### config.mk
export PLATFORM = sky130hd
export DESIGN_NAME = sac_device_flat
export DESIGN_NICKNAME = d
export VERILOG_FILES = /design/src/pkg/sac_pkg.sv /design/src/pkg/sac_if.sv /design/src/rtl/sac_device.sv /design/src/flat_wrapper.sv
export VERILOG_INCLUDE_DIRS = /design/src /design/src/pkg
export SDC_FILE = /design/constraint.sdc
export NUM_CORES = 1
export LEC_CHECK = 0
export BUFFER_PORTS_ARGS = -buffer_cell sky130_fd_sc_hd__buf_2
export CAP_MARGIN = 40
export CORE_MARGIN = 2
export CORE_UTILIZATION = 45
export CTS_CLUSTER_DIAMETER = 80
export CTS_CLUSTER_SIZE = 30
export DETAILED_ROUTE_END_ITERATION = 16
export PLACE_DENSITY_LB_ADDON = 0.12
export REMOVE_ABC_BUFFERS = 1
export SYNTH_ARGS = -nofsm -noshare
export SYNTH_HDL_FRONTEND = slang
export SYNTH_SLANG_ARGS = --single-unit
### constraint.sdc
create_clock -name mclk_i -period 6.6 [get_ports mclk_i]
set_clock_uncertainty 0.1 [all_clocks]
set_input_delay 0.66 -clock mclk_i [delete_from_list [all_inputs] [get_ports mclk_i]]
set_output_delay 0.66 -clock mclk_i [all_outputs]
set_load 0.01 [all_outputs]
### src/pkg/sac_map.svh
// timing and field constants for the conversion sequencer
`ifndef SAC_MAP_SVH
`define SAC_MAP_SVH
`define SAC_PERIODS       4'hd
`define SAC_TRACK_LAST    4'h3
`define SAC_FIRST_TEST    4'h4
`define SAC_DATA_W        10
`define SAC_MSB           4'h9
`define SAC_UPPER_LSB     2
`define SAC_RESULT_RESET  10'h000
`endif

### src/pkg/sac_pkg.sv
// types shared by both ends of the conversion sequencer
package sac_pkg;
	typedef logic [3:0] sac_period_t;
	typedef logic [9:0] sac_data_t;
	typedef enum logic {sac_clk_internal, sac_clk_external} sac_clk_mode_e;
endpackage : sac_pkg

### src/pkg/sac_if.sv
// link between the converter and its host
`timescale 1ns/100ps
`default_nettype none
interface sac_if;
	logic       convert_start_n;
	logic       ready_flag_clear_n;
	logic       upper_byte_out_en_n;
	logic       low_bits_out_en_n;
	logic       result_ready_flag;
	logic [9:0] data_o;
	logic [9:0] data_oe;
	logic [9:0] data_bus;
	assign data_bus = data_o;
	modport dev (
		input  convert_start_n, ready_flag_clear_n, upper_byte_out_en_n, low_bits_out_en_n,
		output result_ready_flag, data_o, data_oe
	);
	modport host (
		output convert_start_n, ready_flag_clear_n, upper_byte_out_en_n, low_bits_out_en_n,
		input  result_ready_flag, data_bus, data_oe
	);
endinterface : sac_if
`default_nettype wire

### src/rtl/sac_device.sv
// converter end: period counter, bit tests, output latches and ready flag
`timescale 1ns/100ps
`default_nettype none
`include "sac_map.svh"

module sac_device (
	// clock and reset
	input  wire logic                  mclk_i,
	input  wire logic                  resetn_i,
	// configuration and analog side
	input  wire sac_pkg::sac_clk_mode_e clk_mode_i,
	input  wire logic                  comparator_high_i,
	// link
	sac_if.dev                         link,
	// analog switch controls, oscillator run and period number
	output logic                       track_input_o,
	output logic                       balance_o,
	output logic [9:0]                 cap_to_refp_o,
	output logic                       conv_clk_run_o,
	output logic [3:0]                 period_o
);
	import sac_pkg::*;

	// ************************************************
	// start and output enable synchronisers: pins from outside the domain
	// ************************************************
	logic [2:0] start_sync_ff;
	logic       start_low_ff;
	always_ff @(posedge mclk_i) begin
		if (!resetn_i) begin
			start_sync_ff <= 3'h7;
			start_low_ff  <= 1'b0;
		end else begin
			start_sync_ff <= {start_sync_ff[1:0], link.convert_start_n};
			if (start_sync_ff[2] == start_sync_ff[1])
				start_low_ff <= ~start_sync_ff[2];
		end
	end

	logic [2:0] en_hi_ff;
	logic [2:0] en_lo_ff;
	logic       hi_on_ff;
	logic       lo_on_ff;
	always_ff @(posedge mclk_i) begin
		if (!resetn_i) begin
			en_hi_ff <= 3'h7;
			en_lo_ff <= 3'h7;
			hi_on_ff <= 1'b0;
			lo_on_ff <= 1'b0;
		end else begin
			en_hi_ff <= {en_hi_ff[1:0], link.upper_byte_out_en_n};
			en_lo_ff <= {en_lo_ff[1:0], link.low_bits_out_en_n};
			if (en_hi_ff[2] == en_hi_ff[1])
				hi_on_ff <= ~en_hi_ff[2];
			if (en_lo_ff[2] == en_lo_ff[1])
				lo_on_ff <= ~en_lo_ff[2];
		end
	end

	// ************************************************
	// period sequencing
	// ************************************************
	sac_period_t period_ff;
	sac_period_t nxt_period;
	logic        armed_ff;        // start seen during period one or two
	logic        rdy_ff;
	sac_data_t   sar_ff;
	sac_data_t   out_ff;
	logic        idle_p2;
	logic        advance;
	logic [3:0]  test_bit;

	// parked in period two: waits for a new start (either clock source)
	assign idle_p2  = (period_ff == 4'h2) && !armed_ff && !start_low_ff;
	assign advance  = !idle_p2;
	assign nxt_period = (period_ff == `SAC_PERIODS) ? 4'h1 : period_ff + 4'h1;
	assign test_bit = 4'(`SAC_PERIODS - period_ff);

	always_ff @(posedge mclk_i) begin
		if (!resetn_i) begin
			period_ff <= 4'h1;
			armed_ff  <= 1'b1;
		end else begin
			if (advance)
				period_ff <= nxt_period;
			if (period_ff == `SAC_PERIODS)
				armed_ff <= 1'b0;
			else if (start_low_ff && (period_ff <= 4'h2))
				armed_ff <= 1'b1;
		end
	end

	// ************************************************
	// successive approximation register
	// ************************************************
	always_ff @(posedge mclk_i) begin
		if (!resetn_i) begin
			sar_ff <= `SAC_RESULT_RESET;
			out_ff <= `SAC_RESULT_RESET;
		end else if (period_ff == `SAC_TRACK_LAST) begin
			sar_ff <= 10'h200;
		end else if (period_ff >= `SAC_FIRST_TEST) begin
			// keep or drop the bit under test, try the next lower one
			sar_ff[test_bit] <= comparator_high_i;
			if (test_bit != 4'h0)
				sar_ff[test_bit - 4'h1] <= 1'b1;
			if (period_ff == `SAC_PERIODS) begin
				out_ff    <= {sar_ff[9:1], comparator_high_i};
			end
		end
	end

	// ************************************************
	// ready flag; clear input acts without the clock
	// ************************************************
	always_ff @(posedge mclk_i or negedge link.ready_flag_clear_n) begin
		if (!link.ready_flag_clear_n)
			rdy_ff <= 1'b0;
		else if (!resetn_i)
			rdy_ff <= 1'b0;
		else if (period_ff == `SAC_PERIODS)
			rdy_ff <= 1'b1;
		// drops as period two begins, or on the start that ends a park
		else if ((period_ff <= 4'h2) && start_low_ff)
			rdy_ff <= 1'b0;
	end

	// ************************************************
	// outputs
	// ************************************************
	logic       track_ff;
	logic [9:0] oe_ff;
	logic       run_ff;
	always_ff @(posedge mclk_i) begin
		if (!resetn_i) begin
			track_ff <= 1'b1;
			oe_ff    <= 10'h000;
			run_ff   <= 1'b1;
		end else begin
			track_ff <= (nxt_period <= `SAC_TRACK_LAST) || idle_p2;
			oe_ff    <= {{8{hi_on_ff}}, {2{lo_on_ff}}};
			// internal oscillator halts while parked
			run_ff   <= !(idle_p2 && clk_mode_i == sac_clk_internal);
		end
	end

	assign track_input_o          = track_ff;
	assign balance_o              = track_ff;
	assign cap_to_refp_o          = sar_ff;
	assign conv_clk_run_o         = run_ff;
	assign period_o               = period_ff;
	assign link.result_ready_flag = rdy_ff;
	assign link.data_o            = out_ff;
	assign link.data_oe           = oe_ff;
endmodule : sac_device
`default_nettype wire

### src/flat_wrapper.sv
// flat-port wrapper written by rule: the top's interface ports become plain ports
module sac_device_flat import sac_pkg::*;
  (mclk_i, resetn_i, clk_mode_i, comparator_high_i, track_input_o, balance_o, cap_to_refp_o, conv_clk_run_o, period_o, link_convert_start_n, link_ready_flag_clear_n, link_upper_byte_out_en_n, link_low_bits_out_en_n, link_result_ready_flag, link_data_o, link_data_oe);
  sac_if link_i ();
  input  wire logic mclk_i;
  input  wire logic resetn_i;
  input  wire sac_pkg::sac_clk_mode_e clk_mode_i;
  input  wire logic comparator_high_i;
  output logic track_input_o;
  output logic balance_o;
  output logic [9:0] cap_to_refp_o;
  output logic conv_clk_run_o;
  output logic [3:0] period_o;
  input wire logic [$bits(link_i.convert_start_n)-1:0] link_convert_start_n;
  input wire logic [$bits(link_i.ready_flag_clear_n)-1:0] link_ready_flag_clear_n;
  input wire logic [$bits(link_i.upper_byte_out_en_n)-1:0] link_upper_byte_out_en_n;
  input wire logic [$bits(link_i.low_bits_out_en_n)-1:0] link_low_bits_out_en_n;
  output wire logic [$bits(link_i.result_ready_flag)-1:0] link_result_ready_flag;
  output wire logic [$bits(link_i.data_o)-1:0] link_data_o;
  output wire logic [$bits(link_i.data_oe)-1:0] link_data_oe;
  assign link_i.convert_start_n = link_convert_start_n;
  assign link_i.ready_flag_clear_n = link_ready_flag_clear_n;
  assign link_i.upper_byte_out_en_n = link_upper_byte_out_en_n;
  assign link_i.low_bits_out_en_n = link_low_bits_out_en_n;
  assign link_result_ready_flag = link_i.result_ready_flag;
  assign link_data_o = link_i.data_o;
  assign link_data_oe = link_i.data_oe;
  sac_device u_core (.mclk_i(mclk_i), .resetn_i(resetn_i), .clk_mode_i(clk_mode_i), .comparator_high_i(comparator_high_i), .link(link_i), .track_input_o(track_input_o), .balance_o(balance_o), .cap_to_refp_o(cap_to_refp_o), .conv_clk_run_o(conv_clk_run_o), .period_o(period_o));
endmodule
# Yosys cells after proc, flatten, opt, wreduce, memory -nomap -nowiden
# Cells that the tools add are included.
[totals]
regBits = 43
in_bits = 8
out_inout_bits = 38
word_cells = 68
[classes]
add_sub_neg = 3
n_lt_le_gt_ge = 7
eq_ne = 7
mux = 14
n_bitwise = 7
reduce_logical = 15
[op_table]
columns = ["operator", "count"]
rows = [
  ["$mux W10", 3],
  ["$bwmux W10", 1],
  ["$lt A4 B5 Y1 const B", 2],
  ["$or A10 B10 Y10", 1],
  ["$demux W1 S4", 2],
  ["$eq A4 B2 Y1 const B", 2],
  ["$ge A4 B1 Y1 const B", 2],
  ["$le A4 B2 Y1 const B", 2],
  ["$mux W1", 7],
  ["$logic_and A1 B1 Y1", 6],
  ["$not A1 Y1", 6],
  ["$add A4 B1 Y4 const B", 1],
  ["$eq A4 B4 Y1 const B", 1],
  ["$ge A4 B3 Y1 const B", 1],
  ["$mux W4", 1],
  ["$reduce_bool A2 Y1", 2],
  ["$reduce_bool A4 Y1", 1],
  ["$sub A4 B1 Y4 const B", 1],
  ["$sub A4 B4 Y4 const A", 1],
  ["$eq A1 B1 Y1", 3],
  ["$logic_not A1 Y1", 3],
  ["$ne A3 B1 Y1 const B", 1],
  ["$reduce_and A3 Y1", 1],
  ["$reduce_or A2 Y1", 1],
  ["$logic_or A1 B1 Y1", 1],
]

# Logic depth before layout (Yosys ltp)
# Gate-level depths: netlist of run 1.
[depth]
ltp_word = 10
ltp_mapped = 9
mapped_depth_nobuf = 7

# Worst setup path after synthesis of run 1
# No wires, ideal clock.
[synth_path]
kind = "register -> register"
from = "reg u_core.period_ff[1], in the netlist u_core.period_o[1]"
to = "reg u_core.sar_ff[9], in the netlist u_core.cap_to_refp_o[9]"
setup_ns = 0.120
arrival_ns = 2.173
required_ns = 6.380
setup_slack_ns = 4.207
stages_incl_launch_ff = 9
n_path_buf = 1
period_less_slack_ns = 2.393
path_cell_list = "dfxtp_1 > inv_1 > ha_1 > nor2b_2 > or3_1 > buf_4 > nand3_1 > mux2_1 > o31a_1"
[synth_via]
elab_chain_cells = 10
elab_cells_between_ends = 21
classes_between = "add/sub: 2; order compare: 5; eq/ne: 1; mux: 8; bitwise: 1; reduce/logical: 4"
[synth_rtl]
columns = ["element", "line", "text"]
rows = [
  ["start: declaration", "sac_device.sv:63", "sac_period_t period_ff;"],
  ["start signal: assignment", "sac_device.sv:85", "period_ff <= nxt_period;"],
  ["$sub A4 B4 Y4 (no line)", "--", ""],
  ["$sub A4 B1 Y4, or another cell as far along", "sac_device.sv:106", "sar_ff[test_bit - 4'h1] <= 1'b1;"],
  ["$lt A4 B5 Y1 (not written as such), or another cell as far along", "sac_device.sv:106", ""],
  ["$logic_and A1 B1 Y1 (not written as such) / $mux W1 (equally long branches)", "sac_device.sv:106, sac_device.sv:104", ""],
  ["$mux W1 (not written as such) / $demux W1 S4 (equally long branches)", "--", ""],
  ["$demux W1 S4 / $bwmux W10 (equally long branches)", "--", ""],
  ["$or A10 B10 Y10 (no line)", "--", ""],
  ["$mux W10", "sac_device.sv:105", "if (test_bit != 4'h0)"],
  ["$mux W10", "sac_device.sv:102", "end else if (period_ff >= `SAC_FIRST_TEST) begin"],
  ["$mux W10", "sac_device.sv:100", "end else if (period_ff == `SAC_TRACK_LAST) begin"],
  ["end signal: assignment", "sac_device.sv:98", "sar_ff <= `SAC_RESULT_RESET;"],
  ["end signal: indexed assignment", "sac_device.sv:104", "sar_ff[test_bit] <= comparator_high_i;"],
  ["end: declaration", "sac_device.sv:67", "sac_data_t sar_ff;"],
]
# Several ways; a longest one is shown, not always the timed one. The select of a mux whose other input is x is not followed.
# A chain may end at the register's enable or synchronous reset.

# Worst setup path in the final report of run 1
# Ends and elaborated chain as after synthesis.

==> tab_implementation.tex, run 1 <==
\begin{tabular}{lr}
\hline
Metric & Value \\
\hline
\multicolumn{2}{l}{\textbf{Critical path}} \\
Critical Path Source Type & flop \\
Ordered cell list for the critical path & inv\_1, ha\_1, nor2b\_2, or3\_1, nand3\_1, mux2\_1, o31a\_1 \\
Cell at the slowest stage of the critical path & sky130\_fd\_sc\_hd\_\_or3\_1 \\
Crit path arrival time & roughly 2800 ps \\
Data required, critical path & around 6700 ps \\
Path type of the worst setup path & flop to flop \\
Endpoint kind of the worst setup timing path & flop \\
Delay contributed by the slowest stage of the critical path & about 560 ps \\
Maximum fanout along the worst path & 18 \\
\multicolumn{2}{l}{\textbf{Global route}} \\
Residual overflow from global routing & 0 \\
Wire length of the first global-routing pass & 6590 um \\
Initial antenna violation count & 0 \\
GRT Total Usage & between 10\% and 20\% \\
Number of global-route vias before repair & approximately 1400 \\
Maximum number of pins on one net before global-route repair & 35 \\
\multicolumn{2}{l}{\textbf{Clock network}} \\
Number of clock buffers inserted by TritonCTS & 5 \\
Number of buffers inserted for hold repair after clock tree synthesis & 0 \\
TritonCTS clock tree & yes \\
Clock Sink Count & between 40 and 50 \\
Buffers inserted during post-CTS setup optimization & 0 \\
Library cell used as clock root buffer & sky130\_fd\_sc\_hd\_\_clkbuf\_8 \\
Source-to-sink clock delay at the later pin of the worst-skew pair & about 300 ps \\
Count of H-tree levels built during CTS & 2 \\
Maximum buffer depth of the clock tree & 2 \\
Count of cells resized by post-cts repair & 0 \\
CTS clk-pin slew, worst paths & $\sim$80 ps \\
\multicolumn{2}{l}{\textbf{STA}} \\
Max Slew Vio Count & 0 \\
Number of setup violations in the final report & 0 \\
Setup tns final & 0 ps \\
Peak Freq & 371 MHz \\
Final period demand of the worst path & 2700 ps \\
Fin crit share & around 40\% \\
Worst slew margin relative to its limit & between 60\% and 70\% \\
Final worst-path setup slack & 3900 ps \\
Hold Fails Final Rpt & 0 \\
Transition time at the pin with the least slew margin & roughly 570 ps \\
Unrepaired setup endpoints after global routing & false \\
\multicolumn{2}{l}{\textbf{Route}} \\
Number of iterations in the first detailed-routing pass & 4 \\
Number of vias in the routed layout & 1581 \\
Detailed Route WL & between 3000 and 4000 um \\
Vias/cell & between 5 and 6 \\
Residual antenna-violating net count after detailed routing & 0 \\
Number of DRC markers in iteration 0 & between 50 and 60 \\
Drt wl/cell & 12.7 um \\
Total DRC errors in the routed layout & 0 \\
\multicolumn{2}{l}{\textbf{Floorplanning}} \\
Initial core utilization & about 46\% \\
I/O Pins & 46 \\
Floorplan die area & 4970 um2 \\
Core Rows & 24 \\
Area of the core & roughly 4300 um2 \\
Vertical die dimension & roughly 70 um \\
Die Width & 70.5 um \\
\multicolumn{2}{l}{\textbf{Status}} \\
Outcome & complete, no violations \\
\multicolumn{2}{l}{\textbf{Synth}} \\
Primary FF master, synth & sky130\_fd\_sc\_hd\_\_dfxtp\_1 \\
Sequential cell area fraction in the yosys report & 42.5\% \\
Post-synth EDFFs & 0 \\
Library cells used by synthesis & 46 \\
Synth async-reset ratio & under 10\% \\
Post-Syn Instances & between 200 and 250 \\
Flip-flop and latch count after synthesis & between 40 and 50 \\
Biggest area consumer among synthesized cells & sky130\_fd\_sc\_hd\_\_dfxtp\_1 \\
Number of warnings issued by yosys & 0 \\
Post-Synthesis Cell Area & approximately 2000 um2 \\
Area share of the largest cell type after synthesis & 41.2\% \\
Average instance area after synthesis & between 9 and 10 um2 \\
Leading post-synthesis cells by cell area & sky130\_fd\_sc\_hd\_\_dfxtp\_1, sky130\_fd\_sc\_hd\_\_ha\_1, sky130\_fd\_sc\_hd\_\_nand2\_1 \\
\multicolumn{2}{l}{\textbf{Power and ir drop}} \\
Total power per unit cell area & $\sim$230 nW/um2 \\
Post-layout power & 0.518 mW \\
LEAKAGE & approximately 1 nW \\
Largest voltage drop on the vdd net & roughly 0.00015 V \\
\multicolumn{2}{l}{\textbf{Layout}} \\
Antenna diode count & 0 \\
Fin nets & about 270 \\
Share of cells above drive strength 1 & a little under a quarter \\
Fill cell total of the finished layout & slightly above 400 \\
Post-synthesis to final-layout area growth & 13.4\% \\
\multicolumn{2}{l}{\textbf{Place}} \\
Count of port buffers added during placement & 45 \\
Weighted congestion at the end of routability-driven global placement & roughly 0.76 \\
HPWL reported at the end of detailed placement & between 2000 and 3000 um \\
Worst setup timing slack at the placement stage & slightly below 4000 ps \\
\multicolumn{2}{l}{\textbf{Flow run}} \\
Number of maximum-capacitance violations & 0 \\
\multicolumn{2}{l}{\textbf{Worst hold path}} \\
Hold crit path type & input port to asynchronous set/reset pin \\
\hline
\end{tabular}
-- cells by family after synthesis --
family          Yosys count  synth area share [%]
simple gates             91                  24.1
flops                    42                  42.5
compound gates           41                  13.3
buf+inv                  25                  7.16
fa+ha+maj                11                  6.91
mux                       6                  3.08
xor+xnor                  5                  2.95
-- report_power, final --
part	internal (mW)	leakage, nW	switching (mW)
clock	0.0841	0.0472	0.0885
sequential	0.260	0.347	0.00918
combinational	0.0298	0.602	0.0459
-- final timing paths --
check | start | end | slack, ps | depth (start not counted)
max in group asynchronous | link_ready_flag_clear_n | u_core.link.result_ready_flag | 6290 | 1
worst max register to register | u_core.period_o[1] | u_core.cap_to_refp_o[9] | 3900 | 7
min in group mclk_i | u_core.en_hi_ff[0] | u_core.en_hi_ff[1] | 310 | 1
worst max-delay path | u_core.period_o[1] | u_core.cap_to_refp_o[9] | 3900 | 7
worst min register to register | u_core.en_hi_ff[0] | u_core.en_hi_ff[1] | 310 | 1
worst min-delay path | link_ready_flag_clear_n | u_core.link.result_ready_flag | 30 | 1
-- through the flow --
stage	hold slack (ps)	utilization, %	area (um2)	std cells
after floorplan	264	-	1870	201
after global placement	289	50.3	2160	298
after detailed placement	293	50.4	2160	299
after CTS	18.4	52.6	2260	307
after global routing	5.38	52.6	2260	307
final	27.2	52.6	2260	307
-- worst max-delay path: cells and delay by family (launching register included) --
| family | cells | cell delay, ps |
|---|---|---|
| AOI/OAI and AO/OA | 1 | 270 |
| adders and majority gates | 1 | 280 |
| buffers and inverters | 1 | 170 |
| DFF | 1 | 520 |
| muxes | 1 | 320 |
| and+or+nand+nor | 3 | 920 |
-- layer usage --
| layer | global-route usage (%) | wire, um |
|---|---|---|
| met1 | 22.7 | 1940 |
| met2 | 25.3 | 1730 |
| met3 | 5.70 | 212 |
| met4 | 5.24 | 25 |
| met5 | 0 | 0 |
-- flip-flops by register name, indices dropped and copies added (netlist names) --
register                       flops
u_core.conv_clk_run_o              1
u_core.link.result_ready_flag      1
u_core.en_hi_ff                    3
u_core.hi_on_ff                    1
u_core.start_low_ff                1
u_core.en_lo_ff                    3
u_core.period_o                    4
u_core.lo_on_ff                    1
u_core.cap_to_refp_o              10
u_core.balance_o                   1
u_core.link.data_o                10
u_core.link.data_oe                2
u_core.armed_ff                    1
u_core.start_sync_ff               3
-- layout by cell type, fill, tap and decap left out, drive strengths merged, types with 2 or more instances in the layout --
cell type | synthesis | final
and2 | 3 | 3
nand2b | 11 | 11
buf | 13 | 46
o21ai | 8 | 8
nand3b | 4 | 4
mux2i | 5 | 5
nand4 | 5 | 5
and3 | 4 | 4
a21boi | 11 | 11
nor2 | 8 | 8
ha | 11 | 11
nand2 | 32 | 32
inv | 5 | 5
dfxtp | 41 | 41
clkbuf | 7 | 6
nand3 | 7 | 7
xnor2 | 3 | 3
nand4b | 3 | 3
a21oi | 10 | 10
xor2 | 2 | 2
nor3 | 3 | 3
nor2b | 7 | 7
a31oi | 3 | 3
-- synth_stat cells, types with 6 or more instances --
cell type,instances
sky130_fd_sc_hd__dfxtp_1,41
sky130_fd_sc_hd__nand2_1,32
sky130_fd_sc_hd__ha_1,11
sky130_fd_sc_hd__nand2b_1,11
sky130_fd_sc_hd__a21oi_1,10
sky130_fd_sc_hd__buf_4,10
sky130_fd_sc_hd__nor2_1,8
sky130_fd_sc_hd__nand3_1,7
sky130_fd_sc_hd__o21ai_0,7
sky130_fd_sc_hd__a21boi_1,6
sky130_fd_sc_hd__clkbuf_1,6
sky130_fd_sc_hd__nor2b_1,6
-- area by class of cell --
type	count	area (um2)	area share [%]
multi-input combinational	154	1000	44.4
sequential	42	846	37.5
timing repair buffer	46	230	10.2
clock buffer	6	82.6	3.66
tap	52	65.1	2.88
inverter	5	18.8	0.831
clock inverter	2	12.5	0.554
Note: power is estimated with default switching activity, not from simulation.
==> run 2: changes to the inputs <==
==> constraint.sdc (replaced) <==
create_clock -name mclk_i -period 2.7 [get_ports mclk_i]
set_clock_uncertainty 0.1 [all_clocks]
set_input_delay 0.27 -clock mclk_i [delete_from_list [all_inputs] [get_ports mclk_i]]
set_output_delay 0.27 -clock mclk_i [all_outputs]
set_load 0.01 [all_outputs]
==> run 2 against run 1 <==
Routed wire length up 1.0%. Cell area up 0.83%. Hold slack better by 18 ps. Non-clock buffer count up 3. Sequential power up 140%. Fmax up 14%. Clock power up 130%. Utilization up 0.44 points. Power up 140%. Flip-flop and latch count unchanged. Critical path depth unchanged. First-iteration DRC count up 12%.
==> tab_implementation.tex, run 2 (synthesis results as in run 1) <==
\begin{tabular}{lr}
\hline
Metric & Value \\
\hline
\multicolumn{2}{l}{\textbf{Status}} \\
Outcome & complete, no violations \\
\multicolumn{2}{l}{\textbf{Power and ir drop}} \\
Total power per unit cell area & roughly 550 nW/um2 \\
Share of power burned in the clock network & about a third \\
Largest voltage drop on the vdd net & between 0.0002 and 0.00025 V \\
Power share of the sequential group & approximately 53\% \\
Comb pwr share & approximately 15\% \\
Internal cell power & $\sim$0.9 mW \\
LEAKAGE & approximately 1.0 nW \\
Switching share of power & 28.3\% \\
Psw & 0.355 mW \\
\multicolumn{2}{l}{\textbf{Global route}} \\
Wire length of the first global-routing pass & 6710 um \\
Residual overflow from global routing & 0 \\
Initial antenna violation count & 0 \\
GRT Total Usage & between 10\% and 20\% \\
Number of global-route vias before repair & 1446 \\
Maximum number of pins on one net before global-route repair & 27 \\
\multicolumn{2}{l}{\textbf{Critical path}} \\
Maximum fanout along the worst path & 10 \\
Endpoint kind of the worst setup timing path & flop \\
Crit path arrival time & around 2500 ps \\
Minimum setup slack among reg-to-reg paths & roughly 340 ps \\
Critical Path Source Type & flop \\
Path type of the worst setup path & flop to flop \\
Data required, critical path & roughly 2800 ps \\
\multicolumn{2}{l}{\textbf{Route}} \\
Number of DRC markers in iteration 0 & 57 \\
Drt wl/cell & 12.7 um \\
Number of vias in the routed layout & between 1500 and 2000 \\
Detailed Route WL & approximately 4000 um \\
Residual antenna-violating net count after detailed routing & 0 \\
Number of iterations in the first detailed-routing pass & 4 \\
Vias/cell & a little over 5 \\
Total DRC errors in the routed layout & 0 \\
\multicolumn{2}{l}{\textbf{Clock network}} \\
Library cell used as clock root buffer & sky130\_fd\_sc\_hd\_\_clkbuf\_8 \\
Count of cells resized by post-cts repair & 0 \\
Source-to-sink clock delay at the later pin of the worst-skew pair & around 300 ps \\
Count of H-tree levels built during CTS & 2 \\
Clock Sink Count & 42 \\
TritonCTS clock tree & yes \\
CTS clk-pin slew, worst paths & $\sim$80 ps \\
Number of clock buffers inserted by TritonCTS & 5 \\
Maximum buffer depth of the clock tree & 2 \\
\multicolumn{2}{l}{\textbf{Layout}} \\
Fin nets & roughly 280 \\
Final Instance Area & approximately 2300 um2 \\
Post-synthesis to final-layout area growth & 14.3\% \\
Antenna diode count & 0 \\
Leading cell types in the layout, fill and taps excluded & sky130\_fd\_sc\_hd\_\_buf\_2, sky130\_fd\_sc\_hd\_\_dfxtp\_1, sky130\_fd\_sc\_hd\_\_nand2\_1, sky130\_fd\_sc\_hd\_\_nand2b\_1, sky130\_fd\_sc\_hd\_\_ha\_1 \\
Leading cell type in the layout, fill and taps excluded & sky130\_fd\_sc\_hd\_\_buf\_2 \\
Share of cells above drive strength 1 & 23.3\% \\
Non-filler cells, final & slightly above 300 \\
\multicolumn{2}{l}{\textbf{Place}} \\
Cell total after placement & $\sim$300 \\
Worst setup timing slack at the placement stage & roughly 360 ps \\
Placed inst area & between 2000 and 2500 um2 \\
Weighted congestion at the end of routability-driven global placement & $\sim$0.82 \\
HPWL reported at the end of detailed placement & 2790 um \\
Count of port buffers added during placement & 45 \\
\multicolumn{2}{l}{\textbf{Floorplanning}} \\
Area of the core & 4290 um2 \\
Core Rows & 24 \\
Vertical die dimension & about 70 um \\
Die Width & $\sim$71 um \\
Floorplan die area & 4970 um2 \\
Initial core utilization & a little under half \\
I/O Pins & 46 \\
\multicolumn{2}{l}{\textbf{STA}} \\
Final period demand of the worst path & about 2400 ps \\
Final worst-path setup slack & 340 ps \\
Worst slew margin relative to its limit & a little over three fifths \\
Fin crit share & 87.4\% \\
Transition time at the pin with the least slew margin & between 500 and 600 ps \\
Unrepaired setup endpoints after global routing & false \\
Max Slew Vio Count & 0 \\
Hold Fails Final Rpt & 0 \\
Setup tns final & 0 ps \\
Peak Freq & approximately 420 MHz \\
Number of setup violations in the final report & 0 \\
\multicolumn{2}{l}{\textbf{Flow run}} \\
Number of maximum-capacitance violations & 0 \\
\multicolumn{2}{l}{\textbf{Worst hold path}} \\
Hold crit path type & input port to flop \\
\hline
\end{tabular}
[run 2: cell count changes in the layout (fill, tap and decap cells not counted)]
cell                            previous run  this run
sky130_fd_sc_hd__dlygate4sd3_1             0         1
sky130_fd_sc_hd__clkbuf_8                  6         5
sky130_fd_sc_hd__buf_2                    46        45
sky130_fd_sc_hd__buf_4                     0         3
sky130_fd_sc_hd__clkbuf_1                  0         1
sky130_fd_sc_hd__clkinv_4                  0         1
sky130_fd_sc_hd__clkinvlp_4                1         0
[run 2: stage by stage]
| step | hold WS (ps) | total power, mW | util [%] |
|---|---|---|---|
| 5_1_grt | 47.3 | 1.31 | 53.0 |
| 4_1_cts | 40.9 | 1.27 | 53.0 |
| 6_report | 45.4 | 1.25 | 53.0 |
| 2_1_floorplan | -126 | 0.796 | - |
| 3_3_place_gp | -54.2 | 0.865 | 50.8 |
| 3_5_place_dp | -54.2 | 0.864 | 50.8 |
[run 2: power groups by stage]
stage | Sequential, mW | Clock (mW) | Combinational, mW
finish | 0.659 | 0.400 | 0.193
global route | 0.663 | 0.437 | 0.215
CTS | 0.659 | 0.416 | 0.193
detailed placement | 0.673 | 0 | 0.191
global placement | 0.673 | 0 | 0.192
floorplan | 0.676 | 0 | 0.121
[run 2: path summary, 6_finish.rpt]
| check | start | end | depth (start not counted) |
|---|---|---|---|
| max | u_core.period_o[1] | u_core.cap_to_refp_o[9] | 7 |
| min | link_convert_start_n | u_core.start_sync_ff[0] | 2 |
| max reg2reg | u_core.period_o[1] | u_core.cap_to_refp_o[9] | 7 |
| min reg2reg | u_core.start_sync_ff[0] | u_core.start_sync_ff[1] | 1 |
| max in group asynchronous | link_ready_flag_clear_n | u_core.link.result_ready_flag | 2 |
| min in group asynchronous | link_ready_flag_clear_n | u_core.link.result_ready_flag | 2 |
[run 2: worst max-delay path: stages (launching register included)]
cell and delay, ps:
sky130_fd_sc_hd__dfxtp_1 510, sky130_fd_sc_hd__inv_1 180, sky130_fd_sc_hd__ha_1 280, sky130_fd_sc_hd__nor2b_2 170
sky130_fd_sc_hd__or3_1 340, sky130_fd_sc_hd__nand3_1 100, sky130_fd_sc_hd__mux2_1 320, sky130_fd_sc_hd__o31a_1 270
[run 2: cell type report]
type	count	area (um2)
Sequential cell	42	846
Fill cell	432	2020
Timing Repair Buffer	49	258
Clock inverter	2	13.8
Inverter	5	18.8
Tap cell	52	65.1
Clock buffer	6	72.6
Multi-Input combinational cell	154	1000
[run 2: per-layer routing]
layer / share of wire, % / up-vias / track usage, %
met1: 48 / 732 / 22.1
met3: 5.5 / 8 / 3.56
met4: 2.0 / 0 / 8.60
met5: 0 / - / 0
li1: - / 823 / -
met2: 44 / 43 / 25.7
[run 2: timing repair]
item                      in CTS  in global routing
hold buffers                   1                  0
hold endpoints to repair       1                  0
buffers inserted               0                  0
